==> src/brk_cfg.svh <==
// register map, field positions and reset values of the break comparator
`ifndef BRK_CFG_SVH
`define BRK_CFG_SVH
`define OFS_COND        4'h0
`define OFS_STAT        4'h4
`define OFS_ADDR        4'h8
`define OFS_DATA        4'hC
`define COND_RESET      8'h80
`define STAT_RSVD       6'h3F
`define ADDR_RESET      16'hFFFF
`define BIT_POSTRET     7
`define BIT_FLAG        7
`define BIT_IE          6
`define CSEL_HI         6
`define CSEL_LO         5
`define AMSK_HI         4
`define AMSK_LO         2
`define DSEL_HI         1
`define DSEL_LO         0
`define SPEC_A_LO       16'hFF96
`define SPEC_A_HI       16'hFF97
`define SPEC_B_LO       16'hFFB8
`define SPEC_B_HI       16'hFFBB
`endif

==> src/brk_pkg.sv <==
// types shared by the break comparator
`default_nettype none
package brk_pkg;
  typedef enum logic [1:0] {
    CYC_FETCH = 2'h0,
    CYC_READ  = 2'h1,
    CYC_WRITE = 2'h2,
    CYC_RW    = 2'h3
  } cyc_sel_t;
  typedef enum logic [1:0] {
    SPACE_MEM   = 2'h0,
    SPACE_IO8   = 2'h1,
    SPACE_IO16  = 2'h2
  } space_t;
  // one observed cpu bus cycle
  typedef struct packed {
    logic        valid;
    logic        fetch;
    logic        rd;
    logic        wr;
    logic        word;
    space_t      space;
    logic [15:0] addr;
    logic [15:0] data;
  } cpu_cycle_t;
  typedef enum logic [2:0] {
    BUS_IDLE = 3'b001,
    BUS_ACK  = 3'b010,
    BUS_DONE = 3'b100
  } bus_state_t;
endpackage : brk_pkg
`default_nettype wire

==> src/address_break_comparator.sv <==
// address break comparator with avalon-mm register slave
//
// Chosen here: the register offsets and the Avalon-MM register port.
`include "brk_cfg.svh"
`default_nettype none
module address_break_comparator (
  input  wire logic            CORE_CLK,
  input  wire logic            RST_N,
  input  wire logic            CLK_EN,
  input  wire logic            MODULE_STANDBY,
  input  wire brk_pkg::cpu_cycle_t CPU_CYCLE,
  input  wire logic [3:0]      AVS_ADDRESS,
  input  wire logic            AVS_READ,
  input  wire logic            AVS_WRITE,
  input  wire logic [31:0]     AVS_WRITEDATA,
  input  wire logic [3:0]      AVS_BYTEENABLE,
  output logic [31:0]          AVS_READDATA,
  output logic                 AVS_WAITREQUEST,
  output logic [1:0]           AVS_RESPONSE,
  output logic                 BREAK_IRQ,
  output logic                 POST_RETURN_HOLD
);
  import brk_pkg::*;

  logic [7:0]  cond_reg;
  logic        flag_reg;
  logic        ie_reg;
  logic        flag_seen_reg;
  logic [15:0] addr_reg;
  logic [15:0] data_reg;
  bus_state_t  bus_reg;
  logic        run;
  logic        acc;
  logic        hit;
  logic        addr_ok;
  logic        type_ok;
  logic        data_ok;
  logic [15:0] amask;
  logic        upper_lane;
  logic [7:0]  lane_val;
  logic        spec_io;
  logic [7:0]  stat_val;
  logic [31:0] rd_val;
  logic        wr_stat;
  logic        wr_cond;
  logic        wr_addr;
  logic        wr_data;
  logic        rd_stat;
  logic        io16_byte;

  // standby stops register and flag updates, contents kept; bus port and outputs keep running
  // standby freeze
  assign run = CLK_EN && !MODULE_STANDBY;

  // a request is accepted one edge after it appears
  assign acc = (AVS_READ || AVS_WRITE) && bus_reg == BUS_ACK;
  assign wr_stat = acc && AVS_WRITE && AVS_ADDRESS == `OFS_STAT
                   && AVS_BYTEENABLE[0];

  // run folded into the strobes so standby drops register writes
  assign wr_cond = run && acc && AVS_WRITE && AVS_ADDRESS == `OFS_COND
                   && AVS_BYTEENABLE[0];
  assign wr_addr = run && acc && AVS_WRITE && AVS_ADDRESS == `OFS_ADDR;
  assign wr_data = run && acc && AVS_WRITE && AVS_ADDRESS == `OFS_DATA;
  assign rd_stat = acc && AVS_READ && AVS_ADDRESS == `OFS_STAT;

  always_comb begin
    case (cyc_sel_t'(cond_reg[`CSEL_HI:`CSEL_LO]))
      CYC_FETCH: type_ok = CPU_CYCLE.fetch;
      CYC_READ:  type_ok = CPU_CYCLE.rd;
      CYC_WRITE: type_ok = CPU_CYCLE.wr;
      CYC_RW:    type_ok = CPU_CYCLE.rd || CPU_CYCLE.wr;
      default:   type_ok = 1'b0;
    endcase
  end

  always_comb begin
    case (cond_reg[`AMSK_HI:`AMSK_LO])
      3'h0:    amask = 16'hFFFF;
      3'h1:    amask = 16'hFFF0;
      3'h2:    amask = 16'hFF00;
      3'h3:    amask = 16'hF000;
      // prohibited codes never match
      default: amask = 16'h0000;
    endcase
  end

  assign addr_ok = !cond_reg[`AMSK_HI]
                   && ((CPU_CYCLE.addr & amask) == (addr_reg & amask));

  assign spec_io = (CPU_CYCLE.addr >= `SPEC_A_LO
                    && CPU_CYCLE.addr <= `SPEC_A_HI)
                || (CPU_CYCLE.addr >= `SPEC_B_LO
                    && CPU_CYCLE.addr <= `SPEC_B_HI);

  always_comb begin
    case (CPU_CYCLE.space)
      SPACE_MEM:  upper_lane = !CPU_CYCLE.word || !CPU_CYCLE.addr[0];
      SPACE_IO8:  upper_lane = 1'b1;
      SPACE_IO16: upper_lane = !CPU_CYCLE.word || !CPU_CYCLE.addr[0];
      default:    upper_lane = !CPU_CYCLE.word || !CPU_CYCLE.addr[0];
    endcase
  end

  assign lane_val = upper_lane ? CPU_CYCLE.data[15:8] : CPU_CYCLE.data[7:0];

  always_comb begin
    if (cond_reg[`CSEL_HI:`CSEL_LO] == CYC_FETCH) begin
      data_ok = 1'b1;
    end else begin
      case (cond_reg[`DSEL_HI:`DSEL_LO])
        2'h0:    data_ok = 1'b1;
        2'h1:    data_ok = !upper_lane && lane_val == data_reg[7:0];
        2'h2:    data_ok = upper_lane && lane_val == data_reg[15:8];
        2'h3:    data_ok = CPU_CYCLE.word && !CPU_CYCLE.addr[0]
                           && CPU_CYCLE.data == data_reg;
        default: data_ok = 1'b0;
      endcase
    end
  end

  // byte access to ordinary 16-bit io does not occur
  // ordinary 16-bit io word only
  assign io16_byte = CPU_CYCLE.space == SPACE_IO16 && !spec_io
                     && !CPU_CYCLE.word;

  assign hit = CPU_CYCLE.valid && type_ok && addr_ok && data_ok
               && !io16_byte;

  assign stat_val = {flag_reg, ie_reg, `STAT_RSVD};

  always_comb begin
    rd_val = 32'h0000_0000;
    case (AVS_ADDRESS)
      `OFS_COND: rd_val = {24'h000000, cond_reg};
      `OFS_STAT: rd_val = {24'h000000, stat_val};
      `OFS_ADDR: rd_val = {16'h0000, addr_reg};
      `OFS_DATA: rd_val = {16'h0000, data_reg};
      default:   rd_val = 32'h0000_0000;
    endcase
  end

  // bus handshake: waitrequest low for one cycle per request
  always_ff @(posedge CORE_CLK or negedge RST_N) begin
    if (!RST_N) begin
      bus_reg         <= BUS_IDLE;
      AVS_WAITREQUEST <= 1'b1;
    end else if (CLK_EN) begin
      case (bus_reg)
        BUS_IDLE: begin
          if (AVS_READ || AVS_WRITE) begin
            bus_reg         <= BUS_ACK;
            AVS_WAITREQUEST <= 1'b0;
          end
        end
        BUS_ACK: begin
          bus_reg         <= BUS_DONE;
          AVS_WAITREQUEST <= 1'b1;
        end
        BUS_DONE: bus_reg <= BUS_IDLE;
        default: begin
          bus_reg         <= BUS_IDLE;
          AVS_WAITREQUEST <= 1'b1;
        end
      endcase
    end
  end

  always_ff @(posedge CORE_CLK or negedge RST_N) begin
    if (!RST_N) begin
      AVS_READDATA <= 32'h0000_0000;
      AVS_RESPONSE <= 2'h0;
    end else if (CLK_EN) begin
      if ((AVS_READ || AVS_WRITE) && bus_reg == BUS_IDLE) begin
        AVS_READDATA <= AVS_READ ? rd_val : 32'h0000_0000;
        // unmapped offsets answer with a slave error
        AVS_RESPONSE <= (AVS_ADDRESS[1:0] != 2'h0) ? 2'h2 : 2'h0;
      end
    end
  end

  always_ff @(posedge CORE_CLK or negedge RST_N) begin
    if (!RST_N) begin
      cond_reg <= `COND_RESET;
    end else if (wr_cond) begin
      cond_reg <= AVS_WRITEDATA[7:0];
    end
  end

  byte_wr_reg #(
    .NBYTES    (2),
    .HAS_RESET (1'b1),
    .RESET_VAL (`ADDR_RESET)
  ) addr_store (
    .clk   (CORE_CLK),
    .rst_n (RST_N),
    .en    (wr_addr),
    .be    (AVS_BYTEENABLE[1:0]),
    .wdata (AVS_WRITEDATA[15:0]),
    .q     (addr_reg)
  );

  // data register has no reset
  // contents survive every reset, undefined at power-up
  byte_wr_reg #(
    .NBYTES    (2),
    .HAS_RESET (1'b0)
  ) data_store (
    .clk   (CORE_CLK),
    .rst_n (RST_N),
    .en    (wr_data),
    .be    (AVS_BYTEENABLE[1:0]),
    .wdata (AVS_WRITEDATA[15:0]),
    .q     (data_reg)
  );

  always_ff @(posedge CORE_CLK or negedge RST_N) begin
    if (!RST_N) begin
      ie_reg <= 1'b0;
    end else if (run && wr_stat) begin
      ie_reg <= AVS_WRITEDATA[`BIT_IE];
    end
  end

  // remembers that software has read the flag as one
  // read-one then write-zero
  always_ff @(posedge CORE_CLK or negedge RST_N) begin
    if (!RST_N) begin
      flag_seen_reg <= 1'b0;
    end else if (run) begin
      if (rd_stat && flag_reg) begin
        flag_seen_reg <= 1'b1;
      end else if (wr_stat || !flag_reg) begin
        flag_seen_reg <= 1'b0;
      end
    end
  end

  always_ff @(posedge CORE_CLK or negedge RST_N) begin
    if (!RST_N) begin
      flag_reg <= 1'b0;
    end else if (run) begin
      if (hit) begin
        flag_reg <= 1'b1;
      end else if (wr_stat && flag_seen_reg && !AVS_WRITEDATA[`BIT_FLAG]) begin
        flag_reg <= 1'b0;
      end
    end
  end

  // no cpu mask term here; the core defers entry to instruction end
  // not gated by global mask
  always_ff @(posedge CORE_CLK or negedge RST_N) begin
    if (!RST_N) begin
      BREAK_IRQ        <= 1'b0;
      POST_RETURN_HOLD <= 1'b0;
    end else if (CLK_EN) begin
      BREAK_IRQ        <= flag_reg && ie_reg;
      POST_RETURN_HOLD <= !cond_reg[`BIT_POSTRET];
    end
  end

endmodule // address_break_comparator

// byte-writable register; one instance per 16-bit register
module byte_wr_reg #(
  parameter int unsigned           NBYTES    = 2,
  parameter bit                    HAS_RESET = 1'b1,
  parameter logic [NBYTES*8-1:0]   RESET_VAL = '0
) (
  input  wire logic                clk,
  input  wire logic                rst_n,
  input  wire logic                en,
  input  wire logic [NBYTES-1:0]   be,
  input  wire logic [NBYTES*8-1:0] wdata,
  output logic [NBYTES*8-1:0]      q
);

  // each byte lane loads only when its enable is set
  if (HAS_RESET) begin : g_rst
    always_ff @(posedge clk or negedge rst_n) begin
      if (!rst_n) begin
        q <= RESET_VAL;
      end else if (en) begin
        for (int i = 0; i < NBYTES; i++) begin
          if (be[i]) begin
            q[i*8 +: 8] <= wdata[i*8 +: 8];
          end
        end
      end
    end
  end else begin : g_keep
    // no reset: rst_n left unused on purpose
    always_ff @(posedge clk) begin
      if (en) begin
        for (int i = 0; i < NBYTES; i++) begin
          if (be[i]) begin
            q[i*8 +: 8] <= wdata[i*8 +: 8];
          end
        end
      end
    end
  end

endmodule // byte_wr_reg
`default_nettype wire

==> config.mk <==
export PLATFORM = sky130hd
export DESIGN_NAME = address_break_comparator
export DESIGN_NICKNAME = d
export VERILOG_FILES = /design/src/brk_pkg.sv /design/src/address_break_comparator.sv
export VERILOG_INCLUDE_DIRS = /design/src
export SDC_FILE = /design/constraint.sdc
export NUM_CORES = 1
export LEC_CHECK = 0
export BUFFER_PORTS_ARGS = -buffer_cell sky130_fd_sc_hd__buf_2
export CAP_MARGIN = 25
export CORE_ASPECT_RATIO = 0.7
export CORE_MARGIN = 5
export CORE_UTILIZATION = 50
export DETAILED_ROUTE_END_ITERATION = 10
export PLACE_DENSITY = 0.88
export SETUP_SLACK_MARGIN = 0.05
export SYNTH_ARGS = -nofsm -noshare
export SYNTH_HDL_FRONTEND = slang
export SYNTH_SLANG_ARGS = --single-unit
==> constraint.sdc <==
create_clock -name CORE_CLK -period 2.7 [get_ports CORE_CLK]
set_clock_uncertainty 0.2 [all_clocks]
set_input_delay 0.27 -clock CORE_CLK [delete_from_list [all_inputs] [get_ports CORE_CLK]]
set_output_delay 0.27 -clock CORE_CLK [all_outputs]
set_load 0.1 [all_outputs]
==> reports/qor.yml <==
clock_network:
  cts.htree.levels: 3
  cts_tree: "built"
  clockBufferDepth: 2
  clk_pin_slew_ns: 0.07
  clock_latency_ns: 0.34
  post_cts_buffers: 0
  cts_root_buffer: "clkbuf_8"
  cts_buffers: 9
  cts_sinks: 66
sta:
  setup_violations: 0
  fmax_mhz: 410
  grt_setup_unrepaired: "no"
  setup_ws_ns: 0.264
  tightest_slew_ns: 0.599
  max_slew_margin_pct: 59.0
  finalCritPeriodShare_pct: 90.2
  setup_tns_ns: 0
  fin_crit_ns: 2.44
  hold_viol_final: 0
  drv_slew: 0
drt:
  viasPerCell: 5.40
  wl_per_cell_um: 17.8
  drtIter0Drc: 210
  postRouteWirelength_um: 8720
  dr.pass1.iters: 4
  vias: 2643
  drc: 0
  ant_nets: 0
critical_path:
  cp_slowest_cell: "or4_1"
  startpoint: "bus_reg[0]"
  crit_path_cell_trace: "inv_2, or4_1, a2111oi_1, a21o_1"
  crit_required_ns: 2.78
  start_kind: "flip-flop"
  cp_slowest_stage_delay_ns: 0.84
  r2r_setup_slack_ns: 0.26
  ff2ff_path_depth: 4
  worstReg2RegStart: "bus_reg[0]"
  path_class: "flip-flop to flip-flop"
  critPathBufInv: 1
  worstPathMaxFanout: 18
  cp.arrival_ns: 2.51
  regToRegEndpoint: "AVS_READDATA[5]"
  path_delay_family: "simple AND/OR/NAND/NOR gates"
  cp-end-kind: "flip-flop"
synth:
  ys_async_sr_fraction_pct: 75.8
  yosys.area.top_type_share_pct: 22.6
  syn_area_um2: 3430
  ys_top_cells_by_count: "dfrtp_1, mux2_2, xnor2_1, dfstp_2, buf_4"
  avgSynthCellArea_um2: 12.2
  synthFlopType: "dfrtp_1"
  synth.distinct_cells: 54
  synth_seq_cells: 66
  yosysMostFrequentCell: "dfrtp_1"
  synth_top_area_cell: "dfrtp_1"
  yosys-top-cells-area: "dfrtp_1, dfstp_2, edfxtp_1"
  synth_edf_count: 16
  seq_area_frac_synth_pct: 51.1
  netlist_instances: 282
  ys_warn_count: 0
layout:
  fin_nets: 475
  reg_top3: "AVS_READDATA x16, addr_store.q x16, data_store.q x16"
  area_growth_pct: 24.1
  seqCellArea_um2: 1760
  multiInputGateArea_um2: 1520
  fillerInstances: 529
  diodes: 0
  drive_above_1_share_pct: 41.0
  fin_area_um2: 4260
placed_design:
  pre_cts_ws_ns: 0.301
  place_area_um2: 3880
  port_buffers: 86
  dp_hpwl_um: 6670
  place_congestion: 0.934
grt:
  grt_max_degree: 46
  use_met2_pct: 31.1
  grt_pass1_vias: 2673
  use_met1_pct: 29.6
  busiest_layer: "met2"
  antenna_found_initial: 0
  grt_overflow: 0
  met3_usage_pct: 5.52
  grt_pass1_wl_um: 13600
  grt_usage_pct: 21.0
floorplan:
  core-area_um2: 6730
  fp.dieArea_um2: 8650
  die_h_um: 79.3
  ioPinCount: 122
  start_util_pct: 51.0
  die_x_um: 109
  rows: 25
power:
  ir_worst_vdd_mv: 0.311
  power_density_nw_per_um2: 633
  leakagePower_nw: 1.94
worst_hold_path:
  holdPathEnd: "bus_reg[0]"
  whs_path_depth: 3
  hold_start: "CLK_EN"
  hp-class: "primary input to flip-flop"
flow_run:
  maxCapViolCount: 0
run_status:
  outcome: "finished clean"
-- how the worst max path moves through the flow --
stage	end	slack, ns	depth (start not counted)
finish	AVS_READDATA[5]	0.26	4
global route	AVS_READDATA[4]	0.06	4
CTS	AVS_READDATA[2]	0.28	4
detailed placement	AVS_READDATA[2]	0.30	4
global placement	AVS_READDATA[4]	0.33	4
floorplan	AVS_READDATA[2]	0.78	5
-- layer usage --
metal / wire length (µm) / vias to the layer above
met5: 0 / -
met3: 780 / 10
met2: 4080 / 114
met1: 3780 / 1293
li1: - / 1226
met4: 87 / 0
-- power by group --
part	total, mW	internal (mW)	switching [mW]
clock	0.768	0.413	0.356
sequential	1.17	1.11	0.0573
combinational	0.760	0.183	0.577
-- cells by family (layout without fill, tap and decap cells) --
| group | count (synthesis) | in the layout | share of synthesized area (%) |
|---|---|---|---|
| AO/OA/AOI/OAI | 52 | 52 | 11.6 |
| XOR/XNOR | 32 | 32 | 8.17 |
| buffers and inverters | 35 | 132 | 6.27 |
| flip-flops | 66 | 66 | 51.1 |
| multiplexers | 35 | 35 | 11.9 |
| other | 1 | 17 | 0.109 |
| AND/OR/NAND/NOR | 61 | 61 | 10.9 |
-- area by class of cell --
cell class,instances,area share [%]
sequential,66,41.2
multi-input combinational,197,35.7
timing repair buffer,108,15.3
clock buffer,14,4.08
tap,94,2.76
inverter,8,0.705
clock inverter,2,0.235
-- through the flow --
step	cells	total power, mW	util, %	hold WS, ns
6_report	489	2.69	63.3	0.0831
5_1_grt	489	2.81	63.3	0.0983
4_1_cts	488	2.70	63.0	0.0763
3_5_place_dp	455	1.92	57.8	0.266
3_3_place_gp	455	1.90	57.8	0.262
2_1_floorplan	298	1.77	-	-0.226
-- what timing repair did --
item | in CTS | in global routing
resized for setup | 0 | 0
hold buffers | 17 | 0
endpoints found under the hold margin | 63 | 0
-- tightest hold or removal path: stages --
cell	delay [ns]
buf_2	0.17
o21ai_0	0.10
a21oi_1	0.07
-- cell usage in the layout (no fill, tap or decap), types with 4 or more instances in the layout --
cell | synthesis | final
o21ai_0 | 12 | 12
conb_1 | 1 | 17
buf_2 | 4 | 86
a21o_1 | 6 | 6
a2111oi_1 | 5 | 5
clkbuf_8 | 0 | 10
mux2i_1 | 7 | 7
buf_4 | 17 | 4
nor3_1 | 7 | 7
a21oi_1 | 5 | 5
dlygate4sd3_1 | 0 | 17
edfxtp_1 | 16 | 16
dfrtp_1 | 31 | 31
nand4_1 | 7 | 7
a22oi_1 | 9 | 9
inv_1 | 7 | 7
mux2_2 | 26 | 26
and3_1 | 4 | 4
nand2_1 | 11 | 11
nor2_1 | 7 | 7
dfstp_2 | 19 | 19
xnor2_1 | 25 | 25
xor2_1 | 7 | 7
No activity file was read; power rests on OpenSTA's default activity.
